File: config.mk
export PLATFORM = sky130hd
export DESIGN_NAME = dpg_gpio
export DESIGN_NICKNAME = d
export VERILOG_FILES = /design/src/rtl/dpg_pkg.sv /design/src/rtl/dpg_pin_if.sv /design/src/rtl/dpg_sync.sv /design/src/rtl/dpg_gpio.sv
export SDC_FILE = /design/constraint.sdc
export NUM_CORES = 1
export LEC_CHECK = 0
export ABC_AREA = 1
export BUFFER_PORTS_ARGS = -buffer_cell sky130_fd_sc_hd__clkbuf_2
export CAP_MARGIN = 20
export CORE_MARGIN = 2
export CORE_UTILIZATION = 35
export DETAILED_ROUTE_END_ITERATION = 8
export GPL_TIMING_DRIVEN = 0
export PLACE_DENSITY = 0.53
export SLEW_MARGIN = 30
export SYNTH_ARGS = -nofsm -noshare
export SYNTH_HDL_FRONTEND = slang
export SYNTH_SLANG_ARGS = --single-unit
File: constraint.sdc
create_clock -name clk -period 5.81 [get_ports clk]
set_clock_uncertainty 0.1 [all_clocks]
set_input_delay 0 -clock clk [delete_from_list [all_inputs] [get_ports clk]]
set_output_delay 0 -clock clk [all_outputs]
set_load 0.05 [all_outputs]
File: src/rtl/dpg_pkg.sv
// Shared constants for the dual port GPIO configuration block.
package dpg_pkg;
    // Byte widths and pin counts.
    localparam int unsigned PORT_W = 8;
    localparam int unsigned PIN_N  = 16;
    localparam int unsigned SYNC_N = 2;

    // Register addresses, decoded on every register page.
    localparam logic [7:0] ADDR_FIRST_LATCH   = 8'h80;
    localparam logic [7:0] ADDR_SECOND_LATCH  = 8'h90;
    localparam logic [7:0] ADDR_FIRST_DRIVE   = 8'hA4;
    localparam logic [7:0] ADDR_SECOND_DRIVE  = 8'hA5;
    localparam logic [7:0] ADDR_FIRST_BYPASS  = 8'hD4;
    localparam logic [7:0] ADDR_SECOND_BYPASS = 8'hD5;
    localparam logic [7:0] ADDR_FIRST_ANALOG  = 8'hF1;
    localparam logic [7:0] ADDR_SECOND_ANALOG = 8'hF2;

    // Bit addressing: upper five bits pick the byte, lower three the bit.
    localparam int unsigned BIT_SEL_LSB = 3;

    // Values after reset.
    localparam logic [7:0] RST_LATCH  = 8'hFF;
    localparam logic [7:0] RST_ANALOG = 8'hFF;
    localparam logic [7:0] RST_DRIVE  = 8'h00;
    localparam logic [7:0] RST_BYPASS = 8'h00;
    localparam logic [7:0] RD_UNMAPPED = 8'h00;
endpackage

File: src/rtl/dpg_pin_if.sv
// Carries raw pin levels to the synchroniser and the clean levels back.
`timescale 1ns/1ns
interface dpg_pin_if #(
    parameter int unsigned WIDTH = 16
);
    logic [WIDTH-1:0] raw;
    logic [WIDTH-1:0] level;

    modport sync_side (input raw, output level);
    modport core_side (output raw, input level);
endinterface

File: src/rtl/dpg_sync.sv
// Two-stage synchroniser for the package pin inputs.
`timescale 1ns/1ns
module dpg_sync
    import dpg_pkg::*;
#(
    parameter int unsigned WIDTH = 16
)
(
    // Clock and reset.
    input  wire logic  clk,
    input  wire logic  sys_rst,
    // Pin levels in and out.
    dpg_pin_if.sync_side pins
);
    typedef struct packed {
        logic [WIDTH-1:0] first_stage;
        logic [WIDTH-1:0] second_stage;
    } dpg_sync_type;

    dpg_sync_type sync_reg;
    dpg_sync_type sync_next;

    // Refuse widths the synchroniser cannot serve.
    if (WIDTH < 1) begin : g_bad_width
        $error("dpg_sync: WIDTH must be at least one.");
    end

    // The first stage is read only by the second stage.
    always_comb
    begin
        sync_next.first_stage  = pins.raw;
        sync_next.second_stage = sync_reg.first_stage;
    end

    // Pins reset low in both stages.
    always_ff @(posedge clk or posedge sys_rst)
    begin
        if (sys_rst)
        begin
            sync_reg <= '0;
        end
        else
        begin
            sync_reg <= sync_next;
        end
    end

    // Clean levels leave from the second stage.
    assign pins.level = sync_reg.second_stage;
endmodule

File: src/rtl/dpg_gpio.sv
// Configuration registers and pin drive logic for two 8-bit GPIO ports.
//
// Behaviour
// - Writing a data register stores each bit in the pin output latch.
// - Plain data register reads return sampled pin levels, not latch contents.
// - Bit n of every port register controls pin n of that port.
// - Analog pins lose weak pullup, digital driver and digital receiver.
// - Input-mode bit 0 selects analog, 1 selects digital operation.
// - Output-mode bit is ignored while the pin is analog.
// - Output-mode bit 0 gives open-drain, 1 gives push-pull.
// - Skip bit 1 tells the crossbar to pass over that pin.
// - Data registers support single-bit and whole-byte access.
// - Every port register decodes at a fixed address on every page.
// - Read-modify-write reads of a data register return the latch value.
// - Data reads return pin levels even for crossbar-assigned pins.
// - Serial bus data and clock pins always drive open-drain.
`timescale 1ns/1ns
module dpg_gpio
    import dpg_pkg::*;
(
    // Clock and reset.
    input  wire logic                clk,
    input  wire logic                sys_rst,
    // Byte access from the processor core.
    input  wire logic [7:0]          sfr_addr,
    input  wire logic [PORT_W-1:0]   sfr_wdata,
    input  wire logic                sfr_wr,
    input  wire logic                sfr_rd,
    input  wire logic                sfr_rmw,
    // Bit access from the processor core.
    input  wire logic [7:0]          sfr_bit_addr,
    input  wire logic                sfr_bit_wdata,
    input  wire logic                sfr_bit_wr,
    input  wire logic                sfr_bit_rd,
    // Read answer to the processor core.
    output logic [PORT_W-1:0]        sfr_rdata,
    output logic                     sfr_hit,
    // Crossbar side.
    input  wire logic [PIN_N-1:0]    od_force,
    output logic [PIN_N-1:0]         xbar_skip,
    // Package pins.
    input  wire logic [PIN_N-1:0]    pin_in,
    output logic [PIN_N-1:0]         pin_out,
    output logic [PIN_N-1:0]         pin_oe,
    output logic [PIN_N-1:0]         pin_pullup_en,
    output logic [PIN_N-1:0]         pin_rx_en
);
    typedef struct packed {
        logic [PORT_W-1:0] first_port_latch;
        logic [PORT_W-1:0] second_port_latch;
        logic [PORT_W-1:0] first_port_drive_type;
        logic [PORT_W-1:0] second_port_drive_type;
        logic [PORT_W-1:0] first_port_crossbar_bypass;
        logic [PORT_W-1:0] second_port_crossbar_bypass;
        logic [PORT_W-1:0] first_port_analog_select;
        logic [PORT_W-1:0] second_port_analog_select;
        logic [PORT_W-1:0] rd_data;
        logic              rd_hit;
        logic [PIN_N-1:0]  drv_out;
        logic [PIN_N-1:0]  drv_oe;
        logic [PIN_N-1:0]  pullup_en;
        logic [PIN_N-1:0]  rx_en;
        logic [PIN_N-1:0]  skip;
    } dpg_state_type;

    dpg_state_type st_reg;
    dpg_state_type st_next;

    logic [PIN_N-1:0] digital_mode;
    logic [PIN_N-1:0] latch_all;
    logic [PIN_N-1:0] push_pull;
    logic [PIN_N-1:0] pin_level;
    logic [4:0]       bit_byte;
    logic [2:0]       bit_idx;

    dpg_pin_if #(.WIDTH(PIN_N)) pins ();

    // Pin levels pass two flip-flops before any logic reads them.
    assign pins.raw = pin_in;

    dpg_sync #(
        .WIDTH (PIN_N)
    ) u_sync (
        .clk     (clk),
        .sys_rst (sys_rst),
        .pins    (pins)
    );

    // Per-pin views of the configuration, bit n of each byte on pin n.
    assign digital_mode = {st_reg.second_port_analog_select, st_reg.first_port_analog_select};
    assign latch_all    = {st_reg.second_port_latch, st_reg.first_port_latch};
    assign push_pull    = {st_reg.second_port_drive_type, st_reg.first_port_drive_type} & ~od_force;
    assign pin_level    = pins.level & digital_mode;
    assign bit_byte     = sfr_bit_addr[7:BIT_SEL_LSB];
    assign bit_idx      = sfr_bit_addr[BIT_SEL_LSB-1:0];

    // Register access, read answer and registered pin controls.
    always_comb
    begin
        st_next = st_reg;

        // Byte writes; the address ignores any page selection.
        if (sfr_wr)
        begin
            if (sfr_addr == ADDR_FIRST_LATCH)
            begin
                st_next.first_port_latch = sfr_wdata;
            end
            else if (sfr_addr == ADDR_SECOND_LATCH)
            begin
                st_next.second_port_latch = sfr_wdata;
            end
            else if (sfr_addr == ADDR_FIRST_DRIVE)
            begin
                st_next.first_port_drive_type = sfr_wdata;
            end
            else if (sfr_addr == ADDR_SECOND_DRIVE)
            begin
                st_next.second_port_drive_type = sfr_wdata;
            end
            else if (sfr_addr == ADDR_FIRST_BYPASS)
            begin
                st_next.first_port_crossbar_bypass = sfr_wdata;
            end
            else if (sfr_addr == ADDR_SECOND_BYPASS)
            begin
                st_next.second_port_crossbar_bypass = sfr_wdata;
            end
            else if (sfr_addr == ADDR_FIRST_ANALOG)
            begin
                st_next.first_port_analog_select = sfr_wdata;
            end
            else if (sfr_addr == ADDR_SECOND_ANALOG)
            begin
                st_next.second_port_analog_select = sfr_wdata;
            end
        end

        // Single-bit writes to the data registers land after any byte write.
        if (sfr_bit_wr)
        begin
            if (bit_byte == ADDR_FIRST_LATCH[7:BIT_SEL_LSB])
            begin
                st_next.first_port_latch[bit_idx] = sfr_bit_wdata;
            end
            else if (bit_byte == ADDR_SECOND_LATCH[7:BIT_SEL_LSB])
            begin
                st_next.second_port_latch[bit_idx] = sfr_bit_wdata;
            end
        end

        // Byte reads return pins, or the latch for read-modify-write.
        st_next.rd_data = RD_UNMAPPED;
        st_next.rd_hit  = 1'b0;
        if (sfr_rd)
        begin
            st_next.rd_hit = 1'b1;
            if (sfr_addr == ADDR_FIRST_LATCH)
            begin
                st_next.rd_data = sfr_rmw ? st_reg.first_port_latch : pin_level[PORT_W-1:0];
            end
            else if (sfr_addr == ADDR_SECOND_LATCH)
            begin
                st_next.rd_data = sfr_rmw ? st_reg.second_port_latch : pin_level[PIN_N-1:PORT_W];
            end
            else if (sfr_addr == ADDR_FIRST_DRIVE)
            begin
                st_next.rd_data = st_reg.first_port_drive_type;
            end
            else if (sfr_addr == ADDR_SECOND_DRIVE)
            begin
                st_next.rd_data = st_reg.second_port_drive_type;
            end
            else if (sfr_addr == ADDR_FIRST_BYPASS)
            begin
                st_next.rd_data = st_reg.first_port_crossbar_bypass;
            end
            else if (sfr_addr == ADDR_SECOND_BYPASS)
            begin
                st_next.rd_data = st_reg.second_port_crossbar_bypass;
            end
            else if (sfr_addr == ADDR_FIRST_ANALOG)
            begin
                st_next.rd_data = st_reg.first_port_analog_select;
            end
            else if (sfr_addr == ADDR_SECOND_ANALOG)
            begin
                st_next.rd_data = st_reg.second_port_analog_select;
            end
            else
            begin
                st_next.rd_hit = 1'b0;
            end
        end
        else if (sfr_bit_rd)
        begin
            // Bit reads answer in bit 0; unmapped bit addresses answer zero.
            if (bit_byte == ADDR_FIRST_LATCH[7:BIT_SEL_LSB])
            begin
                st_next.rd_hit     = 1'b1;
                st_next.rd_data[0] = sfr_rmw ? st_reg.first_port_latch[bit_idx] : pin_level[bit_idx];
            end
            else if (bit_byte == ADDR_SECOND_LATCH[7:BIT_SEL_LSB])
            begin
                st_next.rd_hit     = 1'b1;
                st_next.rd_data[0] = sfr_rmw ? st_reg.second_port_latch[bit_idx]
                                             : pin_level[PORT_W + 32'(bit_idx)];
            end
        end

        // Open-drain drives only a low; analog pins drive nothing.
        st_next.drv_out   = latch_all;
        st_next.drv_oe    = digital_mode & (push_pull | ~latch_all);
        st_next.pullup_en = digital_mode;
        st_next.rx_en     = digital_mode;
        st_next.skip      = {st_reg.second_port_crossbar_bypass, st_reg.first_port_crossbar_bypass};
    end

    // State register with documented reset values.
    always_ff @(posedge clk or posedge sys_rst)
    begin
        if (sys_rst)
        begin
            st_reg                             <= '0;
            st_reg.first_port_latch            <= RST_LATCH;
            st_reg.second_port_latch           <= RST_LATCH;
            st_reg.first_port_drive_type       <= RST_DRIVE;
            st_reg.second_port_drive_type      <= RST_DRIVE;
            st_reg.first_port_crossbar_bypass  <= RST_BYPASS;
            st_reg.second_port_crossbar_bypass <= RST_BYPASS;
            st_reg.first_port_analog_select    <= RST_ANALOG;
            st_reg.second_port_analog_select   <= RST_ANALOG;
        end
        else
        begin
            st_reg <= st_next;
        end
    end

    // Outputs come straight from the state flip-flops.
    assign sfr_rdata     = st_reg.rd_data;
    assign sfr_hit       = st_reg.rd_hit;
    assign xbar_skip     = st_reg.skip;
    assign pin_out       = st_reg.drv_out;
    assign pin_oe        = st_reg.drv_oe;
    assign pin_pullup_en = st_reg.pullup_en;
    assign pin_rx_en     = st_reg.rx_en;

    // Checks on the register and pin behaviour.
    a_latch_write: assert property (@(posedge clk) disable iff (sys_rst)
        sfr_wr && !sfr_bit_wr && sfr_addr == ADDR_FIRST_LATCH |=> st_reg.first_port_latch == $past(sfr_wdata))
        else $error("Port latch did not take the written byte.");
    a_pin_read: assert property (@(posedge clk) disable iff (sys_rst)
        sfr_rd && !sfr_rmw && sfr_addr == ADDR_SECOND_LATCH |=> sfr_rdata == $past(pin_level[PIN_N-1:PORT_W]))
        else $error("Data read did not return the pin levels.");
    a_rmw_read: assert property (@(posedge clk) disable iff (sys_rst)
        sfr_rd && sfr_rmw && sfr_addr == ADDR_FIRST_LATCH |=> sfr_rdata == $past(st_reg.first_port_latch))
        else $error("Read-modify-write did not return the latch.");
    a_analog_off: assert property (@(posedge clk) disable iff (sys_rst)
        1'b1 |=> ((pin_oe | pin_pullup_en | pin_rx_en) & ~$past(digital_mode)) == '0)
        else $error("Analog pin still has a digital function enabled.");
    a_drive_type: assert property (@(posedge clk) disable iff (sys_rst)
        1'b1 |=> pin_oe == $past(digital_mode & (push_pull | ~latch_all)))
        else $error("Pin enable does not follow the drive type.");
    a_serial_od: assert property (@(posedge clk) disable iff (sys_rst)
        1'b1 |=> (pin_oe & pin_out & $past(od_force)) == '0)
        else $error("Serial bus pin drove a high level.");
    a_skip_out: assert property (@(posedge clk) disable iff (sys_rst)
        sfr_wr && sfr_addr == ADDR_FIRST_BYPASS |=> ##1 xbar_skip[PORT_W-1:0] == $past(sfr_wdata, 2))
        else $error("Crossbar skip does not follow the register.");
    a_bit_write: assert property (@(posedge clk) disable iff (sys_rst)
        sfr_bit_wr && bit_byte == ADDR_SECOND_LATCH[7:BIT_SEL_LSB]
        |=> st_reg.second_port_latch[$past(bit_idx)] == $past(sfr_bit_wdata))
        else $error("Bit write did not reach the latch bit.");
    a_fixed_decode: assert property (@(posedge clk) disable iff (sys_rst)
        sfr_wr && sfr_addr == ADDR_FIRST_DRIVE |=> st_reg.first_port_drive_type == $past(sfr_wdata))
        else $error("Drive type register missed its write.");
    a_reset_vals: assert property (@(posedge clk) disable iff (sys_rst)
        $past(sys_rst) |-> st_reg.first_port_latch == RST_LATCH && st_reg.second_port_analog_select == RST_ANALOG
                           && st_reg.second_port_drive_type == RST_DRIVE && st_reg.first_port_crossbar_bypass == RST_BYPASS)
        else $error("Register values after reset are wrong.");
endmodule

==> impl_metrics.json, run 1 <==
{
  "status": "finished clean",
  "cts_hold_buf": 50,
  "worstPathRequired_ns": 6.09,
  "synthTopCellsByCount": "174 x nand2_1, 137 x dfrtp_1, 104 x inv_1",
  "hold_class": "in -> async",
  "clkPwrFrac_pct": 39.9,
  "cp-start-kind": "input port",
  "synth.most_common_cell": "nand2_1",
  "yosys.area.top_type": "dfrtp_1",
  "routed_via_density": 4.59,
  "root_buffer": "clkbuf_16",
  "critPathCaptureType": "flop",
  "cts_setup_buffers": 0,
  "fmaxAchievable_ghz": 0.384,
  "synth.yosys.seq_area_share_pct": 55.1,
  "grt_setup_unrepaired": "no",
  "crit_top_cell": "dlygate4sd3_1",
  "dp_slack_ns": 4.09,
  "path_cells": "dlygate4sd3_1 -> clkbuf_2 -> nand2_1 -> dlygate4sd3_1 -> nor2_1 -> dlygate4sd3_1 -> nand2_1 -> dlygate4sd3_1 -> o21ai_0 -> inv_1",
  "finalHoldViolCount": 0,
  "io_buffers": 151,
  "path_clk_slew_ns": 0.08,
  "max-vdd-ir-drop_uv": 159,
  "synth_edf_count": 0,
  "netlist_area_um2": 7750,
  "fin_crit_ns": 2.61,
  "gr-total-overflow": 0,
  "cts_tree": "built",
  "setup_viol": 0,
  "wl_per_cell_um": 16.8,
  "ys_seq_elements": 169,
  "clk_latency_ns": 0.44,
  "clockBufferDepth": 2,
  "critical_path_class": "in -> reg",
  "layout.cells.non_filler": 1379,
  "cts-resized-gates": 0,
  "drcViolationCount": 0,
  "worst-slew-pin-transition_ns": 0.700,
  "tns_ns": 0,
  "timing.final.crit_share_pct": 44.8,
  "p_leak_uw": 0.00512,
  "arrival_ns": 2.89,
  "die_y_um": 153,
  "die_w_um": 153,
  "sw_frac_of_total_pct": 29.1,
  "syn-num-nets": 928,
  "clock-sinks": 169,
  "p_int_uw": 2060,
  "syn_avg_cell_area_um2": 8.97,
  "finalWirelength_mm": 23.1,
  "postRouteAntennaNets": 0,
  "stdcell_area_um2": 10000,
  "drt_iter0_markers": 558,
  "slew_headroom_pct": 53.2,
  "vias": 6336,
  "post_dp_cell_area_um2": 8920,
  "synth.area.top_cells": "dfrtp_1 44%, dfstp_2 11%, buf_4 8.5%, nand2_1 8.4%, inv_1 5.0%",
  "grt_pass1_wl_mm": 35.9,
  "gp_congestion": 0.882,
  "ys.flop_type": "dfrtp_1",
  "yosysTopAreaCellShare_pct": 44.2,
  "maxSlewViolCount": 0,
  "synthCells": 864,
  "maxCapViolations": 0,
  "grt_max_degree": 60,
  "coreArea_um2": 21800,
  "worst_path_max_delay_cell": "dlygate4sd3_1",
  "num-fill-cells": 2183,
  "setup_slack_ns": 3.20,
  "combPwrFrac_pct": 14.7,
  "slowest_delay_ns": 0.58,
  "drtPass1Iterations": 5,
  "track_usage_pct": 20.2,
  "initial_core_util_pct": 35.6,
  "powerDensity_nw_per_um2": 290,
  "first_global_vias": 6250,
  "ys_async_sr_fraction_pct": 100,
  "syn2layout_area_growth_pct": 29.3,
  "die_area_um2": 23300,
  "finalNetCount": 1150,
  "dpl.cell_count": 1297,
  "hpwl_mm": 17.2,
  "ioPinCount": 153,
  "p_switching_uw": 844,
  "pwr-share-seq_pct": 45.4,
  "num_rows": 54,
  "antenna_found_initial": 0,
  "antennaDiodeCount": 0,
  "synth_warnings": 0,
  "h-tree-depth": 4,
  "cp_max_fo": 4,
  "synth_cell_types": 29,
  "cts_made_buffers": 17,
  "drive_above_1_share_pct": 34.0
}
==> placed cells by master (no fill, tap or decap), types with 3 or more instances in the layout <==
master         instances
nand2_1              174
clkbuf_2             151
dfrtp_1              137
inv_1                103
buf_4                 88
nor2_1                76
o21ai_0               51
dlygate4sd3_1         50
nand3_1               43
dfstp_2               32
a21oi_1               27
o21ai_2               24
nor3_1                22
clkbuf_16             17
o22ai_1               12
clkbuf_1              11
or2_2                 11
nand2_2               10
o211ai_1               8
nand2_4                6
inv_2                  5
inv_6                  5
clkinvlp_4             4
nor2_2                 3
nand4_1                3
buf_2                  3
buf_6                  3
o21ai_1                3
clkinv_4               3
==> worst max-delay path, delay by kind of cell <==
kind	cells	cell delay [ns]
buffers and inverters	6	2.45
and+or+nand+nor	3	0.28
AOI/OAI and AO/OA	1	0.15
==> per-stage QoR <==
| stage | total power [µW] | hold slack [ns] | utilization [%] |
|---|---|---|---|
| floorplan | 1600 | -0.0686 | - |
| global placement | 1730 | 0.00908 | 40.7 |
| detailed placement | 1740 | -0.0624 | 41.0 |
| CTS | 2930 | 0.00470 | 46.0 |
| global route | 3020 | 0.0432 | 46.0 |
| finish | 2900 | 0.00993 | 46.0 |
==> power groups by stage <==
stage | Combinational [µW] | Clock [µW] | Sequential, µW
final | 427 | 1160 | 1320
after global routing | 462 | 1230 | 1320
after CTS | 430 | 1180 | 1320
after detailed placement | 402 | 0 | 1340
after global placement | 395 | 0 | 1340
after floorplan | 291 | 0 | 1310
==> layout make-up <==
| class | instances | area (µm²) | area share [%] |
|---|---|---|---|
| Buffer | 105 | 751 | 7.49 |
| Clock buffer | 18 | 439 | 4.38 |
| Clock inverter | 14 | 160 | 1.60 |
| Inverter | 110 | 420 | 4.20 |
| Multi-Input combinational cell | 480 | 2320 | 23.1 |
| Sequential cell | 169 | 4270 | 42.6 |
| Tap cell | 280 | 350 | 3.50 |
| Timing Repair Buffer | 203 | 1310 | 13.1 |
==> per-layer routing <==
| layer | wire length (µm) | share of wire (%) | global-route usage (%) |
|---|---|---|---|
| met2 | 10700 | 46 | 31.9 |
| met3 | 1280 | 5.5 | 3.53 |
| met1 | 10700 | 46 | 28.7 |
| met5 | 0 | 0 | 0 |
| met4 | 405 | 1.7 | 5.86 |
==> path summary, 6_finish.rpt <==
path                                        end  depth (start not counted)  slack [ns]                start
min reg2reg                u_sync.pins.level[9]                          0        0.24  u_sync.sync_next[9]
max reg2reg                        latch_all[6]                          5        4.12         latch_all[6]
max in group asynchronous       digital_mode[5]                          5        4.57              sys_rst
min                                  pin_out[8]                          3        0.01              sys_rst
min in group clk                    st_reg[121]                          3        0.01         sfr_wdata[0]
max                               latch_all[15]                         10        3.20      sfr_bit_addr[1]
==> cell families (layout without fill, tap and decap cells) <==
group | after synthesis | in the layout | share of synthesized area (%)
DFF | 169 | 169 | 55.1
and+or+nand+nor | 351 | 351 | 19.8
AOI/OAI and AO/OA | 129 | 129 | 10.1
buffers and inverters | 215 | 450 | 15.0
No activity file was read; power rests on OpenSTA's default activity.
==> run 2: changes to the inputs <==
- PLACE_DENSITY: 0.53 -> 0.55
- clock period: 5.81 -> 2.3 ns (I/O delays scaled with it)
==> impl_metrics.json, run 2 (synthesized netlist as in run 1, its figures left out) <==
{
  "startpoint": "sfr_bit_addr[1]",
  "worst_path_max_delay_cell": "dlygate4sd3_1",
  "layout.cells.non_filler": 1384,
  "postRouteAntennaNets": 0,
  "antenna_found_initial": 0,
  "initial_core_util_pct": 35.6,
  "layout_common_cells": "174 x nand2_1, 151 x clkbuf_2, 137 x dfrtp_1, 103 x inv_1, 88 x buf_4",
  "setup_slack_ns": 0.204,
  "reg2reg_to": "sfr_rdata[0]",
  "coreArea_um2": 21800,
  "die_area_um2": 23300,
  "fmaxAchievable_ghz": 0.477,
  "ioPinCount": 153,
  "grt_max_degree": 31,
  "gr-total-overflow": 0,
  "slowest_delay_ns": 0.58,
  "vias": 6439,
  "gp_congestion": 0.900,
  "powerDensity_nw_per_um2": 716,
  "setup_viol": 0,
  "timing.final.crit_share_pct": 91.1,
  "post_dp_cell_area_um2": 8990,
  "status": "finished clean",
  "die_w_um": 153,
  "p_leak_uw": 0.00514,
  "cts_made_buffers": 17,
  "dpl.cell_count": 1301,
  "clk_latency_ns": 0.43,
  "drive_above_1_share_pct": 34.3,
  "path_cells": "dlygate4sd3_1 -> clkbuf_2 -> nand2_1 -> dlygate4sd3_1 -> nor2_1 -> dlygate4sd3_1 -> nand2_1 -> nand3_1 -> o21ai_0 -> inv_1",
  "antennaDiodeCount": 0,
  "cp_max_fo": 4,
  "crit_end": "latch_all[14]",
  "finalNetCount": 1155,
  "wl_per_cell_um": 16.9,
  "layout_commonest_cell": "nand2_1",
  "regToRegSetupSlack_ns": 0.60,
  "drt_iter0_markers": 579,
  "drtPass1Iterations": 8,
  "dp_slack_ns": 0.534,
  "cp-start-kind": "input port",
  "path_buf_inv": 5,
  "maxSlewViolCount": 0,
  "finalHoldViolCount": 0,
  "hold_class": "in -> reg",
  "cts_tree": "built",
  "path_delay_family": "buffers and inverters",
  "fin_crit_ns": 2.10,
  "max-vdd-ir-drop_uv": 471,
  "track_usage_pct": 20.2,
  "clock-sinks": 169,
  "grt_setup_unrepaired": "no",
  "drcViolationCount": 0,
  "stdcell_area_um2": 10100,
  "slew_headroom_pct": 56.1,
  "reg2reg_depth": 8,
  "finalWirelength_mm": 23.4,
  "worst-slew-pin-transition_ns": 0.656,
  "maxCapViolations": 0,
  "grt_pass1_wl_mm": 35.6,
  "arrival_ns": 2.37,
  "r2r_start": "digital_mode[0]",
  "num_rows": 54,
  "hpwl_mm": 17.4,
  "critPathCaptureType": "flop",
  "syn2layout_area_growth_pct": 30.1,
  "io_buffers": 151,
  "critical_path_class": "in -> reg",
  "crit_cells": 10,
  "root_buffer": "clkbuf_16",
  "clockBufferDepth": 2,
  "crit_top_cell": "dlygate4sd3_1",
  "h-tree-depth": 4,
  "p_total_uw": 7220,
  "die_y_um": 153,
  "first_global_vias": 6192,
  "routed_via_density": 4.65,
  "path_clk_slew_ns": 0.07,
  "worstPathRequired_ns": 2.57
}
run 2: cell count changes in the layout (fill, tap and decap cells not counted):
cell | before | now
clkinvlp_4 | 4 | 5
bufinv_16 | 2 | 1
nor2_2 | 3 | 4
buf_12 | 0 | 4
inv_6 | 5 | 2
clkbuf_8 | 1 | 2
dlygate4sd3_1 | 50 | 51
nor2_1 | 76 | 75
inv_8 | 1 | 0
clkinv_2 | 0 | 3
run 2: how the worst min path moves through the flow:
stage,from,endpoint,slack [ns],depth (start not counted)
final,sfr_bit_wr,latch_all[0],0.02,6
after global routing,sfr_wdata[0],digital_mode[8],0.01,3
after CTS,sfr_bit_wr,latch_all[6],0.002,6
after detailed placement,sys_rst,xbar_skip[6],-0.03,2
after global placement,pin_in[4],u_sync.sync_next[4],0.009,1
after floorplan,pin_in[0],u_sync.sync_next[0],-0.07,0
run 2: worst min-delay path: stages:
cell and delay (ns):
clkbuf_2 0.10, nand2_1 0.13, nor2_1 0.09, nand2_1 0.07, o22ai_1 0.07, inv_1 0.05
run 2: report_power, final:
group	leakage (µW)	total (µW)	internal (µW)	switching [µW]
clock	0.000272	2790	1550	1240
sequential	0.00208	3320	3190	133
combinational	0.00279	1110	382	727
run 2: metal layers:
| metal | GRT usage [%] | share of wire (%) |
|---|---|---|
| met2 | 31.3 | 46 |
| met5 | 0 | 0 |
| met3 | 3.75 | 6.8 |
| met1 | 28.6 | 45 |
| met4 | 6.70 | 2.5 |
run 2: through the flow:
stage	util, %	hold slack [ns]	TNS (ns)
6_report	46.3	0.0151	0
4_1_cts	46.3	0.00154	0
3_3_place_gp	40.7	0.00858	-144.75
5_1_grt	46.3	0.0131	0
3_5_place_dp	41.3	-0.0346	0
2_1_floorplan	-	-0.0686	0
run 2: what timing repair did:
item,4_1_cts,5_1_grt
endpoints found under the setup margin,0,2
resized for setup,0,1
hold endpoints to repair,116,0
buffers inserted,0,0
hold buffers,51,0
run 2: layout make-up:
cell class              count  area [µm²]
fillers                  2135       11700
well taps                 280         350
clock buffers              19         453
multi-input cells         480        2320
flip-flops and latches    169        4270
repair buffers            208        1400
plain buffers             105         751
inverters                 110         417
clock inverters            13         119
==> run 3: changes to the inputs <==
- GPL_TIMING_DRIVEN: 0 -> unset
- PLACE_DENSITY: 0.55 -> 0.58
==> impl_metrics.json, run 3 (synthesized netlist as in run 1, its figures left out) <==
{
  "postRouteAntennaNets": 0,
  "num_rows": 54,
  "final_core_util_pct": 42.7,
  "reg2reg_depth": 5,
  "reg2reg_to": "latch_all[2]",
  "syn2layout_area_growth_pct": 19.8,
  "layout_commonest_cell": "nand2_1",
  "setup_viol": 0,
  "cp-start-kind": "input port",
  "root_buffer": "clkbuf_16",
  "p_leak_uw": 0.00463,
  "critical_path_class": "in -> reg",
  "critPathCaptureType": "flop",
  "finalHoldViolCount": 0,
  "antenna_found_initial": 1,
  "timing.final.crit_share_pct": 80.2,
  "path_cells": "clkbuf_2 -> inv_2 -> nand2_2 -> nor2_2 -> nand2_4 -> nor2_1 -> nand2_1 -> nand3_1 -> o21ai_0 -> dlygate4sd3_1 -> inv_1",
  "setup_slack_ns": 0.455,
  "worst_path_max_delay_cell": "dlygate4sd3_1",
  "p_switching_uw": 2110,
  "tns_ns": 0,
  "pwr-share-seq_pct": 46.2,
  "dpl.cell_count": 1197,
  "layout.cells.non_filler": 1279,
  "grt_setup_unrepaired": "no",
  "sw_frac_of_total_pct": 29.3,
  "clkPwrFrac_pct": 40.4,
  "cts_tree": "built",
  "path_clk_slew_ns": 0.07,
  "die_w_um": 153,
  "finalNetCount": 1049,
  "clock-sinks": 169,
  "vias": 6048,
  "worst-slew-pin-transition_ns": 0.820,
  "coreArea_um2": 21800,
  "gp_congestion": 0.901,
  "maxSlewViolCount": 0,
  "cts_setup_buffers": 0,
  "grt_max_degree": 60,
  "gr-total-overflow": 0,
  "first_global_vias": 5865,
  "slew_headroom_pct": 45.2,
  "maxCapViolations": 0,
  "r2r_start": "latch_all[2]",
  "worstPathRequired_ns": 2.58,
  "cts_made_buffers": 17,
  "drive_above_1_share_pct": 28.5,
  "crit_end": "latch_all[2]",
  "dp_slack_ns": 0.526,
  "wl_per_cell_um": 18.0,
  "cp_max_fo": 18,
  "h-tree-depth": 4,
  "finalWirelength_mm": 23.0,
  "crit_cells": 11,
  "arrival_ns": 2.12,
  "clockBufferDepth": 2,
  "status": "finished clean",
  "drt_iter0_markers": 451,
  "drcViolationCount": 0,
  "routed_via_density": 4.73,
  "slowest_delay_ns": 0.57,
  "fmaxAchievable_ghz": 0.542,
  "hpwl_mm": 16.8,
  "ioPinCount": 153,
  "grt_pass1_wl_mm": 34.8,
  "die_area_um2": 23300,
  "hold_class": "in -> async",
  "drtPass1Iterations": 5,
  "clk_latency_ns": 0.44,
  "regToRegSetupSlack_ns": 0.62,
  "powerDensity_nw_per_um2": 775,
  "path_delay_family": "simple AND/OR/NAND/NOR gates",
  "max-vdd-ir-drop_uv": 480,
  "layout_common_cells": "174 x nand2_1, 152 x clkbuf_2, 137 x dfrtp_1, 103 x inv_1, 76 x nor2_1",
  "die_y_um": 153,
  "track_usage_pct": 20.0,
  "p_int_uw": 5090,
  "io_buffers": 152,
  "fin_crit_ns": 1.84,
  "initial_core_util_pct": 35.6,
  "combPwrFrac_pct": 13.4,
  "startpoint": "sfr_addr[1]",
  "path_buf_inv": 4
}
## run 3: changes by cell type in the layout (fill, tap and decap cells not counted), sizes merged
cell | previous run | this run
diode | 0 | 1
buf | 100 | 6
clkbuf | 181 | 174
dlygate4sd3 | 51 | 49
inv | 110 | 112
clkinv | 7 | 3
clkinvlp | 5 | 4
## run 3: worst min path at each step
stage                    startpoint              endpoint  slack (ns)  depth (start not counted)
floorplan                 pin_in[0]   u_sync.sync_next[0]       -0.07                          0
global placement            sys_rst          pin_rx_en[8]       -0.03                          2
detailed placement          sys_rst             pin_oe[9]       -0.05                          2
CTS                 sfr_bit_addr[1]         latch_all[14]       0.007                          6
global route                sys_rst         pin_rx_en[12]        0.06                          3
finish                      sys_rst  u_sync.sync_next[10]        0.04                          3
## run 3: worst register-to-register path: cells and delay by family, from the launching register on
kind                   cells  cell delay (ns)
AO/OA/AOI/OAI              2             0.19
buffers and inverters      2             0.63
flip-flops                 1             0.60
AND/OR/NAND/NOR            1             0.10
## run 3: cell type report
| type | instances | area (µm²) |
|---|---|---|
| Fill cell | 2202 | 12500 |
| Inverter | 110 | 417 |
| Sequential cell | 169 | 4270 |
| Tap cell | 280 | 350 |
| Timing Repair Buffer | 207 | 1330 |
| Clock inverter | 10 | 108 |
| Multi-Input combinational cell | 480 | 2320 |
| Clock buffer | 22 | 484 |
| Antenna cell | 1 | 2.50 |
## run 3: repair_timing
item / CTS / global route
hold buffers: 49 / 0
endpoints found under the hold margin: 205 / 0
gates resized for setup: 0 / 0
## run 3: metal layers
layer | GRT usage, % | vias up | wire [µm]
li1 | - | 2888 | -
met1 | 29.2 | 2862 | 10800
met2 | 30.5 | 263 | 10300
met3 | 3.47 | 35 | 1480
met4 | 6.26 | 0 | 453
met5 | 0 | - | 0
## run 3: through the flow
stage | hold WS, ns | cell area, µm² | total power [µW]
finish | 0.0357 | 9280 | 7190
global route | 0.0581 | 9280 | 7460
CTS | 0.00651 | 9280 | 7240
detailed placement | -0.0488 | 8200 | 4280
global placement | -0.0297 | 8200 | 4270
floorplan | -0.0686 | 7750 | 4050
## run 3: power groups by stage
stage / combinational [µW] / sequential [µW] / clock, µW
floorplan: 736 / 3310 / 0
global placement: 899 / 3380 / 0
detailed placement: 903 / 3380 / 0
CTS: 970 / 3320 / 2950
global route: 1040 / 3350 / 3070
finish: 967 / 3320 / 2900
